[src/rtl/bbs_pkg.sv]
/*
  Constants, register map and types of the baseband data and control
  source. Assumes a single 25 MHz core clock and an APB register bus.
*/
package bbs_pkg;

  localparam int ADDR_W = 8;
  localparam int CNT_W  = 16;
  localparam int LFSR_W = 23;
  localparam int SYM_W  = 4;

  localparam logic [ADDR_W-1:0] OFS_CTRL      = 8'h00;
  localparam logic [ADDR_W-1:0] OFS_PAT_LO    = 8'h04;
  localparam logic [ADDR_W-1:0] OFS_PAT_HI    = 8'h08;
  localparam logic [ADDR_W-1:0] OFS_PAT_LEN   = 8'h0c;
  localparam logic [ADDR_W-1:0] OFS_LIST_LEN  = 8'h10;
  localparam logic [ADDR_W-1:0] OFS_LIST_ADDR = 8'h14;
  localparam logic [ADDR_W-1:0] OFS_LIST_DATA = 8'h18;
  localparam logic [ADDR_W-1:0] OFS_BIT_DIV   = 8'h1c;
  localparam logic [ADDR_W-1:0] OFS_GATE_LO   = 8'h20;
  localparam logic [ADDR_W-1:0] OFS_ATT_HI    = 8'h2c;
  localparam logic [ADDR_W-1:0] OFS_ATT_AMT   = 8'h30;
  localparam logic [ADDR_W-1:0] OFS_RAMP_TIME = 8'h34;
  localparam logic [ADDR_W-1:0] OFS_RISE_DLY  = 8'h38;
  localparam logic [ADDR_W-1:0] OFS_FALL_DLY  = 8'h3c;
  localparam logic [ADDR_W-1:0] OFS_STATUS    = 8'h40;

  localparam int CTRL_W       = 14;
  localparam int CTRL_RUN     = 0;
  localparam int CTRL_SRC     = 1;
  localparam int CTRL_PRBS    = 4;
  localparam int CTRL_BPS     = 7;
  localparam int CTRL_RAMP_EN = 9;
  localparam int CTRL_ATT_EN  = 10;
  localparam int CTRL_UNMOD   = 11;
  localparam int CTRL_CLKO_EN = 12;
  localparam int CTRL_CTLO_EN = 13;
  localparam int CTRL_RESTART = 14;

  localparam logic [CTRL_W-1:0] CTRL_RST    = 14'h0000;
  localparam logic [CNT_W-1:0]  BIT_DIV_RST = 16'h0003;
  localparam logic [CNT_W-1:0]  DUR_RST     = 16'h000f;
  localparam logic [5:0]        PAT_LEN_RST = 6'h3f;
  localparam logic [LFSR_W-1:0] SEED_INV    = 23'h000001;

  typedef enum logic [2:0] {
    SRC_ZERO = 3'b000,
    SRC_ONE  = 3'b001,
    SRC_PAT  = 3'b010,
    SRC_LIST = 3'b011,
    SRC_PRBS = 3'b100
  } bbs_src_t;

  typedef enum logic [2:0] {
    PRBS_9  = 3'b000,
    PRBS_11 = 3'b001,
    PRBS_15 = 3'b010,
    PRBS_16 = 3'b011,
    PRBS_20 = 3'b100,
    PRBS_21 = 3'b101,
    PRBS_23 = 3'b110
  } bbs_prbs_t;

  typedef enum logic [1:0] {
    RAMP_IDLE = 2'b00,
    RAMP_WAIT = 2'b01,
    RAMP_RUN  = 2'b10
  } bbs_ramp_t;

endpackage

[src/rtl/bbs_top.sv]
/*
  Baseband data and control source: bit sources, symbol packer, symbol
  FIFO, burst gate, attenuation and ramp start logic, APB slave.
  Assumes the modulator takes symbols on a valid/ready handshake and
  that all inputs are synchronous to core_clk.
*/
// The APB register port and the address map were chosen for this implementation.
////////////////////////////////////////////////////////////////////////
module bbs_fifo #(
  parameter int W     = 4,
  parameter int DEPTH = 8
) (
  input  wire logic         core_clk,
  input  wire logic         rstn,
  input  wire logic         clr,
  input  wire logic         in_valid,
  output logic              in_ready,
  input  wire logic [W-1:0] in_data,
  output logic              out_valid,
  input  wire logic         out_ready,
  output logic [W-1:0]      out_data
);
  localparam int AW = $clog2(DEPTH);

  if (DEPTH < 2 || (1 << AW) != DEPTH || W < 1)
  begin : g_bad_size
    $error("bbs_fifo: DEPTH must be a power of two >= 2");
  end

  logic [W-1:0]  mem [DEPTH];
  logic [AW-1:0] wr_ptr_reg;
  logic [AW-1:0] rd_ptr_reg;
  logic [AW:0]   count_reg;
  logic          push;
  logic          pop;

  assign in_ready  = (count_reg != (AW+1)'(DEPTH));
  assign out_valid = (count_reg != '0);
  assign out_data  = mem[rd_ptr_reg];
  assign push      = in_valid & in_ready;
  assign pop       = out_valid & out_ready;

  always_ff @(posedge core_clk)
  begin
    if (push)
      mem[wr_ptr_reg] <= in_data;
  end

  always_ff @(posedge core_clk)
  begin
    if (!rstn || clr)
    begin
      wr_ptr_reg <= '0;
      rd_ptr_reg <= '0;
      count_reg  <= '0;
    end
    else
    begin
      if (push)
        wr_ptr_reg <= wr_ptr_reg + AW'(1);
      if (pop)
        rd_ptr_reg <= rd_ptr_reg + AW'(1);
      if (push && !pop)
        count_reg <= count_reg + (AW+1)'(1);
      else if (pop && !push)
        count_reg <= count_reg - (AW+1)'(1);
    end
  end
endmodule // bbs_fifo

////////////////////////////////////////////////////////////////////////
module bbs_top
  import bbs_pkg::*;
#(
  parameter int LIST_WORDS = 64,
  parameter int FIFO_DEPTH = 8
) (
  input  wire logic              core_clk,
  input  wire logic              rstn,
  input  wire logic [ADDR_W-1:0] paddr,
  input  wire logic              psel,
  input  wire logic              penable,
  input  wire logic              pwrite,
  input  wire logic [31:0]       pwdata,
  output logic [31:0]            prdata,
  output logic                   pready,
  output logic                   pslverr,
  input  wire logic              sym_ready,
  output logic [SYM_W-1:0]       sym_data,
  output logic                   sym_valid,
  output logic                   sym_clk_out,
  output logic                   burst_gate,
  output logic                   lev_att,
  output logic [7:0]             att_amount,
  output logic                   unmod_select_ctl,
  output logic                   mod_enable,
  output logic                   ramp_active,
  output logic                   ramp_rising,
  output logic                   tm_gate_out,
  output logic                   tm_att_out
);
  localparam int LAW = $clog2(LIST_WORDS);

  if (LIST_WORDS < 2 || (1 << LAW) != LIST_WORDS)
  begin : g_bad_list
    $error("bbs_top: LIST_WORDS must be a power of two >= 2");
  end

  logic [CTRL_W-1:0]  ctrl_reg;
  logic               restart_reg;
  logic [63:0]        pat_reg;
  logic [5:0]         pat_len_reg;
  logic [LAW+4:0]     list_len_reg;
  logic [LAW-1:0]     list_wptr_reg;
  logic [31:0]        list_mem [LIST_WORDS];
  logic [CNT_W-1:0]   bit_div_reg;
  logic [CNT_W-1:0]   dur_reg [4];
  logic [7:0]         att_amt_reg;
  logic [CNT_W-1:0]   ramp_time_reg;
  logic [CNT_W-1:0]   rise_dly_reg;
  logic [CNT_W-1:0]   fall_dly_reg;
  logic [31:0]        prdata_reg;
  logic               pready_reg;
  logic               pslverr_reg;

  bbs_src_t           src;
  bbs_prbs_t          ptype;
  logic               apb_wr;
  logic               apb_rd;
  logic [31:0]        status_word;

  assign src    = bbs_src_t'(ctrl_reg[CTRL_SRC +: 3]);
  assign ptype  = bbs_prbs_t'(ctrl_reg[CTRL_PRBS +: 3]);
  // One wait state, so prdata and pready both come from flip-flops
  assign apb_rd = psel & penable & ~pready_reg;
  assign apb_wr = psel & penable & pready_reg & pwrite;

  ////////////////////////////////////////////////////////////////////////
  // Generator helpers
  function automatic int lfsr_len(bbs_prbs_t t);
    case (t)
      PRBS_11: return 11;
      PRBS_15: return 15;
      PRBS_16: return 16;
      PRBS_20: return 20;
      PRBS_21: return 21;
      PRBS_23: return 23;
      default: return 9;
    endcase
  endfunction

  function automatic logic [LFSR_W-1:0] lfsr_seed(bbs_prbs_t t);
    logic [LFSR_W-1:0] ones;
    ones = LFSR_W'((24'h1 << lfsr_len(t)) - 24'h1);
    // Inverted feedback locks up in all ones, so those start from one
    if (t == PRBS_15 || t == PRBS_23)
      return SEED_INV;
    return ones;
  endfunction

  function automatic logic [LFSR_W-1:0] lfsr_step(logic [LFSR_W-1:0] s,
                                                 bbs_prbs_t t);
    logic              fb;
    logic [LFSR_W-1:0] n;
    case (t)
      PRBS_11: fb = s[0] ^ s[2];
      PRBS_15: fb = ~(s[0] ^ s[1]);
      PRBS_16: fb = s[0] ^ s[2] ^ s[3] ^ s[5];
      PRBS_20: fb = s[0] ^ s[3];
      PRBS_21: fb = s[0] ^ s[2];
      PRBS_23: fb = ~(s[0] ^ s[5]);
      default: fb = s[0] ^ s[4];
    endcase
    n = (s >> 1) & LFSR_W'((24'h1 << lfsr_len(t)) - 24'h1);
    n[lfsr_len(t)-1] = fb;
    return n;
  endfunction

  ////////////////////////////////////////////////////////////////////////
  // APB slave
  always_ff @(posedge core_clk)
  begin
    if (!rstn)
    begin
      pready_reg  <= 1'b0;
      pslverr_reg <= 1'b0;
      prdata_reg  <= 32'h0000_0000;
    end
    else
    begin
      pready_reg  <= apb_rd;
      pslverr_reg <= 1'b0;
      if (apb_rd)
      begin
        prdata_reg <= 32'h0000_0000;
        if (paddr == OFS_CTRL)
          prdata_reg <= 32'(ctrl_reg);
        else if (paddr == OFS_PAT_LO)
          prdata_reg <= pat_reg[31:0];
        else if (paddr == OFS_PAT_HI)
          prdata_reg <= pat_reg[63:32];
        else if (paddr == OFS_PAT_LEN)
          prdata_reg <= 32'(pat_len_reg);
        else if (paddr == OFS_LIST_LEN)
          prdata_reg <= 32'(list_len_reg);
        else if (paddr == OFS_LIST_ADDR)
          prdata_reg <= 32'(list_wptr_reg);
        else if (paddr == OFS_LIST_DATA)
          prdata_reg <= list_mem[list_wptr_reg];
        else if (paddr == OFS_BIT_DIV)
          prdata_reg <= 32'(bit_div_reg);
        else if (paddr >= OFS_GATE_LO && paddr <= OFS_ATT_HI)
          prdata_reg <= 32'(dur_reg[paddr[3:2]]);
        else if (paddr == OFS_ATT_AMT)
          prdata_reg <= 32'(att_amt_reg);
        else if (paddr == OFS_RAMP_TIME)
          prdata_reg <= 32'(ramp_time_reg);
        else if (paddr == OFS_RISE_DLY)
          prdata_reg <= 32'(rise_dly_reg);
        else if (paddr == OFS_FALL_DLY)
          prdata_reg <= 32'(fall_dly_reg);
        else if (paddr == OFS_STATUS)
          prdata_reg <= status_word;
        else if (!pwrite)
          pslverr_reg <= 1'b1;
      end
    end
  end

  always_ff @(posedge core_clk)
  begin
    if (apb_wr && paddr == OFS_LIST_DATA)
      list_mem[list_wptr_reg] <= pwdata;
  end

  always_ff @(posedge core_clk)
  begin
    if (!rstn)
    begin
      ctrl_reg      <= CTRL_RST;
      restart_reg   <= 1'b0;
      pat_reg       <= 64'h0;
      pat_len_reg   <= PAT_LEN_RST;
      list_len_reg  <= '0;
      list_wptr_reg <= '0;
      bit_div_reg   <= BIT_DIV_RST;
      dur_reg       <= '{DUR_RST, DUR_RST, DUR_RST, DUR_RST};
      att_amt_reg   <= 8'h00;
      ramp_time_reg <= DUR_RST;
      rise_dly_reg  <= 16'h0000;
      fall_dly_reg  <= 16'h0000;
    end
    else
    begin
      restart_reg <= apb_wr && paddr == OFS_CTRL && pwdata[CTRL_RESTART];
      if (apb_wr)
      begin
        if (paddr == OFS_CTRL)
          ctrl_reg <= pwdata[CTRL_W-1:0];
        else if (paddr == OFS_PAT_LO)
          pat_reg[31:0] <= pwdata;
        else if (paddr == OFS_PAT_HI)
          pat_reg[63:32] <= pwdata;
        else if (paddr == OFS_PAT_LEN)
          pat_len_reg <= pwdata[5:0];
        else if (paddr == OFS_LIST_LEN)
          list_len_reg <= pwdata[LAW+4:0];
        else if (paddr == OFS_LIST_ADDR)
          list_wptr_reg <= pwdata[LAW-1:0];
        else if (paddr == OFS_LIST_DATA)
          list_wptr_reg <= list_wptr_reg + LAW'(1);
        else if (paddr == OFS_BIT_DIV)
          bit_div_reg <= pwdata[CNT_W-1:0];
        else if (paddr >= OFS_GATE_LO && paddr <= OFS_ATT_HI)
          dur_reg[paddr[3:2]] <= pwdata[CNT_W-1:0];
        else if (paddr == OFS_ATT_AMT)
          att_amt_reg <= pwdata[7:0];
        else if (paddr == OFS_RAMP_TIME)
          ramp_time_reg <= pwdata[CNT_W-1:0];
        else if (paddr == OFS_RISE_DLY)
          rise_dly_reg <= pwdata[CNT_W-1:0];
        else if (paddr == OFS_FALL_DLY)
          fall_dly_reg <= pwdata[CNT_W-1:0];
      end
    end
  end

  ////////////////////////////////////////////////////////////////////////
  // Bit sources and symbol packer
  logic [CNT_W-1:0]   div_cnt_reg;
  logic [LFSR_W-1:0]  lfsr_reg;
  logic [5:0]         pat_idx_reg;
  logic [LAW+4:0]     list_idx_reg;
  logic [SYM_W-1:0]   acc_reg;
  logic [1:0]         acc_cnt_reg;
  logic               acc_full_reg;
  logic               fifo_in_ready;
  logic               fifo_out_valid;
  logic [SYM_W-1:0]   fifo_out_data;
  logic               bit_step;
  logic               cur_bit;
  logic               take;
  logic [LAW-1:0]     list_word;

  // A full packer holds the bit clock, so a stalled modulator fills the
  // FIFO and then freezes the sources without losing bits
  assign bit_step  = ctrl_reg[CTRL_RUN] & ~acc_full_reg
                     & (div_cnt_reg >= bit_div_reg);
  assign list_word = list_idx_reg[LAW+4:5];

  always_comb
  begin
    case (src)
      SRC_ONE:  cur_bit = 1'b1;
      SRC_PAT:  cur_bit = pat_reg[pat_idx_reg];
      SRC_LIST: cur_bit = list_mem[list_word][list_idx_reg[4:0]];
      SRC_PRBS: cur_bit = lfsr_reg[0];
      default:  cur_bit = 1'b0;
    endcase
  end

  always_ff @(posedge core_clk)
  begin
    if (!rstn || restart_reg || bit_step)
      div_cnt_reg <= '0;
    else if (ctrl_reg[CTRL_RUN] && div_cnt_reg < bit_div_reg)
      div_cnt_reg <= div_cnt_reg + CNT_W'(1);
  end

  always_ff @(posedge core_clk)
  begin
    if (!rstn)
    begin
      lfsr_reg     <= lfsr_seed(PRBS_9);
      pat_idx_reg  <= '0;
      list_idx_reg <= '0;
    end
    else if (restart_reg)
    begin
      lfsr_reg     <= lfsr_seed(ptype);
      pat_idx_reg  <= '0;
      list_idx_reg <= '0;
    end
    else if (bit_step)
    begin
      if (src == SRC_PRBS)
        lfsr_reg <= lfsr_step(lfsr_reg, ptype);
      if (src == SRC_PAT)
        pat_idx_reg <= (pat_idx_reg >= pat_len_reg) ? 6'h00
                       : pat_idx_reg + 6'h01;
      if (src == SRC_LIST)
        list_idx_reg <= (list_idx_reg + 1'b1 >= list_len_reg) ? '0
                        : list_idx_reg + (LAW+5)'(1);
    end
  end

  always_ff @(posedge core_clk)
  begin
    if (!rstn || restart_reg)
    begin
      acc_reg      <= '0;
      acc_cnt_reg  <= 2'b00;
      acc_full_reg <= 1'b0;
    end
    else
    begin
      if (acc_full_reg && fifo_in_ready)
        acc_full_reg <= 1'b0;
      if (bit_step)
      begin
        // A fresh symbol starts from zero so only its own bits show
        acc_reg <= (acc_cnt_reg == 2'b00) ? {{(SYM_W-1){1'b0}}, cur_bit}
                   : {acc_reg[SYM_W-2:0], cur_bit};
        if (acc_cnt_reg == ctrl_reg[CTRL_BPS +: 2])
        begin
          acc_cnt_reg  <= 2'b00;
          acc_full_reg <= 1'b1;
        end
        else
          acc_cnt_reg <= acc_cnt_reg + 2'b01;
      end
    end
  end

  bbs_fifo #(
    .W     (SYM_W),
    .DEPTH (FIFO_DEPTH)
  ) u_fifo (
    .core_clk  (core_clk),
    .rstn      (rstn),
    .clr       (restart_reg),
    .in_valid  (acc_full_reg),
    .in_ready  (fifo_in_ready),
    .in_data   (acc_reg),
    .out_valid (fifo_out_valid),
    .out_ready (take),
    .out_data  (fifo_out_data)
  );

  ////////////////////////////////////////////////////////////////////////
  // Burst gate and attenuation rectangles, index 0 gate, 1 attenuation
  logic [1:0]       rect_reg;
  logic [CNT_W-1:0] rect_cnt_reg [2];

  generate
    for (genvar i = 0; i < 2; i++)
    begin : g_rect
      logic [CNT_W-1:0] dur;
      assign dur = dur_reg[2*i + int'(rect_reg[i])];
      always_ff @(posedge core_clk)
      begin
        if (!rstn || restart_reg || !ctrl_reg[CTRL_RUN])
        begin
          rect_reg[i]     <= 1'b0;
          rect_cnt_reg[i] <= '0;
        end
        else if ({1'b0, rect_cnt_reg[i]} + 17'h1 >= {1'b0, dur})
        begin
          rect_reg[i]     <= ~rect_reg[i];
          rect_cnt_reg[i] <= '0;
        end
        else
          rect_cnt_reg[i] <= rect_cnt_reg[i] + CNT_W'(1);
      end
    end
  endgenerate

  ////////////////////////////////////////////////////////////////////////
  // Power ramp start: delay then ramp time, restarted by any gate edge
  bbs_ramp_t        ramp_st_reg;
  logic [CNT_W-1:0] ramp_cnt_reg;
  logic             gate_q_reg;
  logic             ramp_rise_reg;

  always_ff @(posedge core_clk)
  begin
    if (!rstn)
    begin
      ramp_st_reg   <= RAMP_IDLE;
      ramp_cnt_reg  <= '0;
      gate_q_reg    <= 1'b0;
      ramp_rise_reg <= 1'b0;
    end
    else
    begin
      gate_q_reg <= rect_reg[0];
      if (ctrl_reg[CTRL_RAMP_EN] && gate_q_reg != rect_reg[0])
      begin
        ramp_st_reg   <= RAMP_WAIT;
        ramp_rise_reg <= rect_reg[0];
        ramp_cnt_reg  <= rect_reg[0] ? rise_dly_reg : fall_dly_reg;
      end
      else
      begin
        case (ramp_st_reg)
          RAMP_WAIT:
            if (ramp_cnt_reg == '0)
            begin
              ramp_st_reg  <= RAMP_RUN;
              ramp_cnt_reg <= ramp_time_reg;
            end
            else
              ramp_cnt_reg <= ramp_cnt_reg - CNT_W'(1);
          RAMP_RUN:
            if (ramp_cnt_reg <= CNT_W'(1))
              ramp_st_reg <= RAMP_IDLE;
            else
              ramp_cnt_reg <= ramp_cnt_reg - CNT_W'(1);
          default:
            ramp_st_reg <= RAMP_IDLE;
        endcase
      end
    end
  end

  ////////////////////////////////////////////////////////////////////////
  // Output stage, all on the rising edge
  logic [SYM_W-1:0] sym_data_reg;
  logic             sym_valid_reg;
  logic             sym_clk_reg;
  logic [6:0]       ctl_reg;
  logic [7:0]       att_out_reg;

  // Symbols leave only while the gate is high
  assign take = fifo_out_valid & rect_reg[0]
                & (~sym_valid_reg | sym_ready);

  always_ff @(posedge core_clk)
  begin
    if (!rstn)
    begin
      sym_data_reg  <= '0;
      sym_valid_reg <= 1'b0;
      sym_clk_reg   <= 1'b0;
      ctl_reg       <= 7'h00;
      att_out_reg   <= 8'h00;
    end
    else
    begin
      if (take)
        sym_data_reg <= fifo_out_data;
      if (take)
        sym_valid_reg <= 1'b1;
      else if (sym_ready)
        sym_valid_reg <= 1'b0;
      sym_clk_reg <= take & ctrl_reg[CTRL_CLKO_EN];
      ctl_reg[0]  <= rect_reg[0];
      ctl_reg[1]  <= rect_reg[1] & ctrl_reg[CTRL_ATT_EN];
      ctl_reg[2]  <= ctrl_reg[CTRL_UNMOD];
      ctl_reg[3]  <= ctrl_reg[CTRL_RUN] & ~ctrl_reg[CTRL_UNMOD];
      ctl_reg[4]  <= ramp_st_reg == RAMP_RUN;
      ctl_reg[5]  <= rect_reg[0] & ctrl_reg[CTRL_CTLO_EN];
      ctl_reg[6]  <= rect_reg[1] & ctrl_reg[CTRL_CTLO_EN];
      att_out_reg <= (rect_reg[1] && ctrl_reg[CTRL_ATT_EN]) ? att_amt_reg
                     : 8'h00;
    end
  end

  assign status_word = {1'b0, lfsr_reg, 2'b00, ramp_rise_reg,
                        ramp_st_reg == RAMP_RUN, acc_full_reg,
                        ~fifo_in_ready, rect_reg[1], rect_reg[0]};

  assign prdata           = prdata_reg;
  assign pready           = pready_reg;
  assign pslverr          = pslverr_reg;
  assign sym_data         = sym_data_reg;
  assign sym_valid        = sym_valid_reg;
  assign sym_clk_out      = sym_clk_reg;
  assign burst_gate       = ctl_reg[0];
  assign lev_att          = ctl_reg[1];
  assign unmod_select_ctl = ctl_reg[2];
  assign mod_enable       = ctl_reg[3];
  assign ramp_active      = ctl_reg[4];
  assign ramp_rising      = ramp_rise_reg;
  assign tm_gate_out      = ctl_reg[5];
  assign tm_att_out       = ctl_reg[6];
  assign att_amount       = att_out_reg;
endmodule // bbs_top

[config.mk]
export PLATFORM = sky130hd
export DESIGN_NAME = bbs_top
export DESIGN_NICKNAME = d
export VERILOG_FILES = /design/src/rtl/bbs_pkg.sv /design/src/rtl/bbs_top.sv
export SDC_FILE = /design/constraint.sdc
export NUM_CORES = 2
export LEC_CHECK = 0
export BUFFER_PORTS_ARGS = -buffer_cell sky130_fd_sc_hd__buf_2
export CORE_MARGIN = 8
export CORE_UTILIZATION = 25
export DETAILED_ROUTE_END_ITERATION = 7
export PLACE_DENSITY_LB_ADDON = 0.1
export SYNTH_ARGS = -nofsm -noshare
export SYNTH_HDL_FRONTEND = slang
export SYNTH_HIERARCHICAL = 1
export SYNTH_SLANG_ARGS = --single-unit
[constraint.sdc]
create_clock -name core_clk -period 5 [get_ports core_clk]
set_input_delay 0 -clock core_clk [delete_from_list [all_inputs] [get_ports core_clk]]
set_output_delay 0 -clock core_clk [all_outputs]
set_load 0.005 [all_outputs]
==> flow_summary_export.csv <==
group,metric,value,unit
clock_tree,cts_root_buffer,"clkbuf_16",
setup_path,critPathTopFamily,"compound AO/OA/AOI/OAI gates",
floorplanning,core-area,470000,um^2
synthesis,synth.most_common_cell,"edfxtp_1",
synthesis,ys_async_sr_fraction,0,
setup_path,worst-path-stages,12,
pwr,peakVddDrop,273,uV
synthesis,synth_top_area_frac,0.538,
routing,first_pass_iters,5,
place,dp_slack,0.252,ns
setup_path,cpMaxStageDelayCell,"dfxtp_4",
timing,drv_slew,0,
pwr,p_leak,0.0418,uW
place,port_buffers,101,
pwr,switching_share,0.213,
timing,setup_violations,0,
timing,timing.final.crit_share,0.944,
setup_path,crit_chain,"buf_12 -> buf_12 -> buf_4 -> mux4_2 -> mux2i_1 -> a221oi_1 -> a311oi_1 -> buf_4 -> a32oi_1 -> a311oi_1 -> nor4_1 -> a211o_1",
setup_path,slowest_delay,0.69,ns
synthesis,ys_types,88,
pwr,sequentialPowerShare,0.488,
global_routing,grt_max_degree,179,
setup_path,path_max_fanout,32,
timing,fin_skew,0.0379,ns
synthesis,synth-main-ff-cell,"edfxtp_1",
pwr,p_per_area,331,nW/um^2
setup_path,rrSetupSlack,0.28,ns
setup_path,end_kind,"flip-flop",
synthesis,yosys-top-cells-count,"edfxtp_1, mux4_2, nand2_1",
floorplanning,ioPinCount,102,
synthesis,ys_seq_area_frac,0.606,
pwr,power_frac_clock,0.498,
layout,fill_cells,46200,
timing,slew_headroom,0.123,
routing,routed_wl,513000,um
pwr,p_int,36600,uW
layout,drive_gt1_frac,0.311,
synthesis,yosysWarnings,6,
global_routing,grt_use_total,0.202,
synthesis,synth_area_leaders,"edfxtp_1, mux4_2, dfxtp_1, mux2i_1, nand2_1",
clock_tree,cts_tree,"built",
layout,largest_reg_flops,2048,
timing,rsz0062_at_grt,"false",
synthesis,synth_edf_count,2112,
layout,finalNetCount,7506,
setup_path,crit_arrival,5.54,ns
floorplanning,row_count,252,
timing,hold_viol,0,
place,gp_congestion,0.808,
flow_run,drv_cap,0,
global_routing,grt_pass1_wl,687000,um
timing,setup-tns-final,0,ns
timing,hold_slack,0.128,ns
floorplanning,fp.dieW,703,um
clock_tree,cts.sinks,2514,
pwr,comb_power_share,0.014,
routing,avgViaCountPerCell,5.29,
floorplanning,dieArea,494000,um^2
min_path,hp-class,"in -> reg",
global_routing,antenna_found_initial,45,
routing,drc,0,
setup_path,startpoint_type,"flip-flop",
outcome,status,"completed",
min_path,hold_path_depth,2,
clock_tree,max-clock-path-buffers,4,
setup_path,worstSetupPathType,"reg -> reg",
routing,drt-initial-drc-count,7354,
global_routing,gr-total-overflow,0,
routing,wl_per_cell,37.0,um
synthesis,syn_inst,6961,
clock_tree,cts_buffers,314,
pwr,p_sw,9890,uW
clock_tree,clk_pin_slew_worst_paths,0.06,ns
setup_path,critical_path_buf_inv_count,4,
synthesis,syn_avg_cell_area,16.9,um^2
setup_path,cp_data_required_time,5.82,ns
floorplanning,start_util,0.251,
clock_tree,h-tree-depth,5,
clock_tree,insertion_delay,0.94,ns
place,dp_hpwl,324000,um
routing,ant_nets,0,
global_routing,grt_pass1_vias,74000,
timing,min_period,4.72,ns
timing,layout_setup_ws,0.279,ns
setup_path,rr_worst_depth,12,
synthesis,syn_area,118000,um^2
routing,vias,73300,
synthesis,ys_seq_elements,2514,
synthesis,yosysTopAreaCell,"edfxtp_1",
layout,syn_to_final_growth,19.3,%
floorplanning,die_y,703,um
timing,fmax,0.212,GHz
timing,worst_pin_slew,1.31,ns
## final timing paths
path | from | endpoint
setup / recovery | flip-flop | acc_reg[0]
hold reg to reg | rise_dly_reg[7] | rise_dly_reg[7]
setup reg to reg | flip-flop | acc_reg[0]
hold / removal | pwdata[15] | list_mem[62][15]
## metal layers
layer  wire length (um)  GRT usage  up-vias
met5                 40          0        -
met4              15500     0.0543        6
met3              30200     0.0325      608
met2             246000      0.337     2674
met1             221000      0.274    40500
li1                   -          -    29500
## power groups by stage
stage / registers, uW / clock network, uW / logic (uW)
after floorplan: 23100 / 0 / 151
after global placement: 23100 / 0 / 595
after detailed placement: 23100 / 0 / 605
after CTS: 22700 / 23700 / 640
after global routing: 22700 / 24400 / 683
final: 22700 / 23200 / 632
## cells in the final DEF, fill, tap and decap left out, drive strengths merged, types with 48 or more instances in the layout
| cell | n |
|---|---|
| a211oi | 48 |
| a21oi | 340 |
| a221oi | 76 |
| buf | 540 |
| clkbuf | 425 |
| clkinv | 100 |
| dfxtp | 402 |
| dlygate4sd3 | 54 |
| edfxtp | 2112 |
| ha | 88 |
| inv | 81 |
| mux2 | 51 |
| mux2i | 237 |
| mux4 | 1213 |
| nand2 | 522 |
| nand3 | 97 |
| nor2 | 337 |
| nor2b | 67 |
| nor3 | 48 |
| o21ai | 178 |
| o22ai | 50 |
## through the flow
stage / power (uW) / area [um^2] / std cells / util
floorplan: 23300 / 118000 / 6995 / -
global placement: 23700 / 130000 / 13200 / 0.276
detailed placement: 23700 / 130000 / 13200 / 0.276
CTS: 47100 / 141000 / 13800 / 0.299
global route: 47800 / 141000 / 13900 / 0.299
finish: 46500 / 141000 / 13900 / 0.299
## final cells by class
type | instances | area, um^2 | share of cell area
clock inverter | 146 | 1580 | 0.0112
inverter | 71 | 274 | 0.00195
sequential | 2514 | 71500 | 0.509
timing repair buffer | 594 | 6300 | 0.0448
antenna | 12 | 30.0 | 0.000214
tap | 6223 | 7790 | 0.0554
clock buffer | 425 | 8730 | 0.0621
multi-input combinational | 3876 | 44400 | 0.316
## kinds of logic after synthesis
logic type | share of synthesized area
other | 0.0000318
adders and majority gates | 0.00951
xor gates and xnor gates | 0.00534
and+or+nand+nor | 0.0472
buffers and inverters | 0.0239
DFF | 0.606
AOI/OAI and AO/OA | 0.0508
muxes | 0.257
## worst reg2reg max path: cells and delay by family, from the launching register on
kind | cells | cell delay [ns]
AOI/OAI and AO/OA | 5 | 1.73
buffers and inverters | 4 | 1.22
DFF | 1 | 0.69
muxes | 2 | 0.85
and+or+nand+nor | 1 | 0.11
## what timing repair did
action / CTS / global route
hold buffers: 54 / 0
endpoints found under the hold margin: 2176 / 0
resized for setup: 0 / 0
setup buffers: 0 / 0
Note: power is estimated with default switching activity, not from simulation.
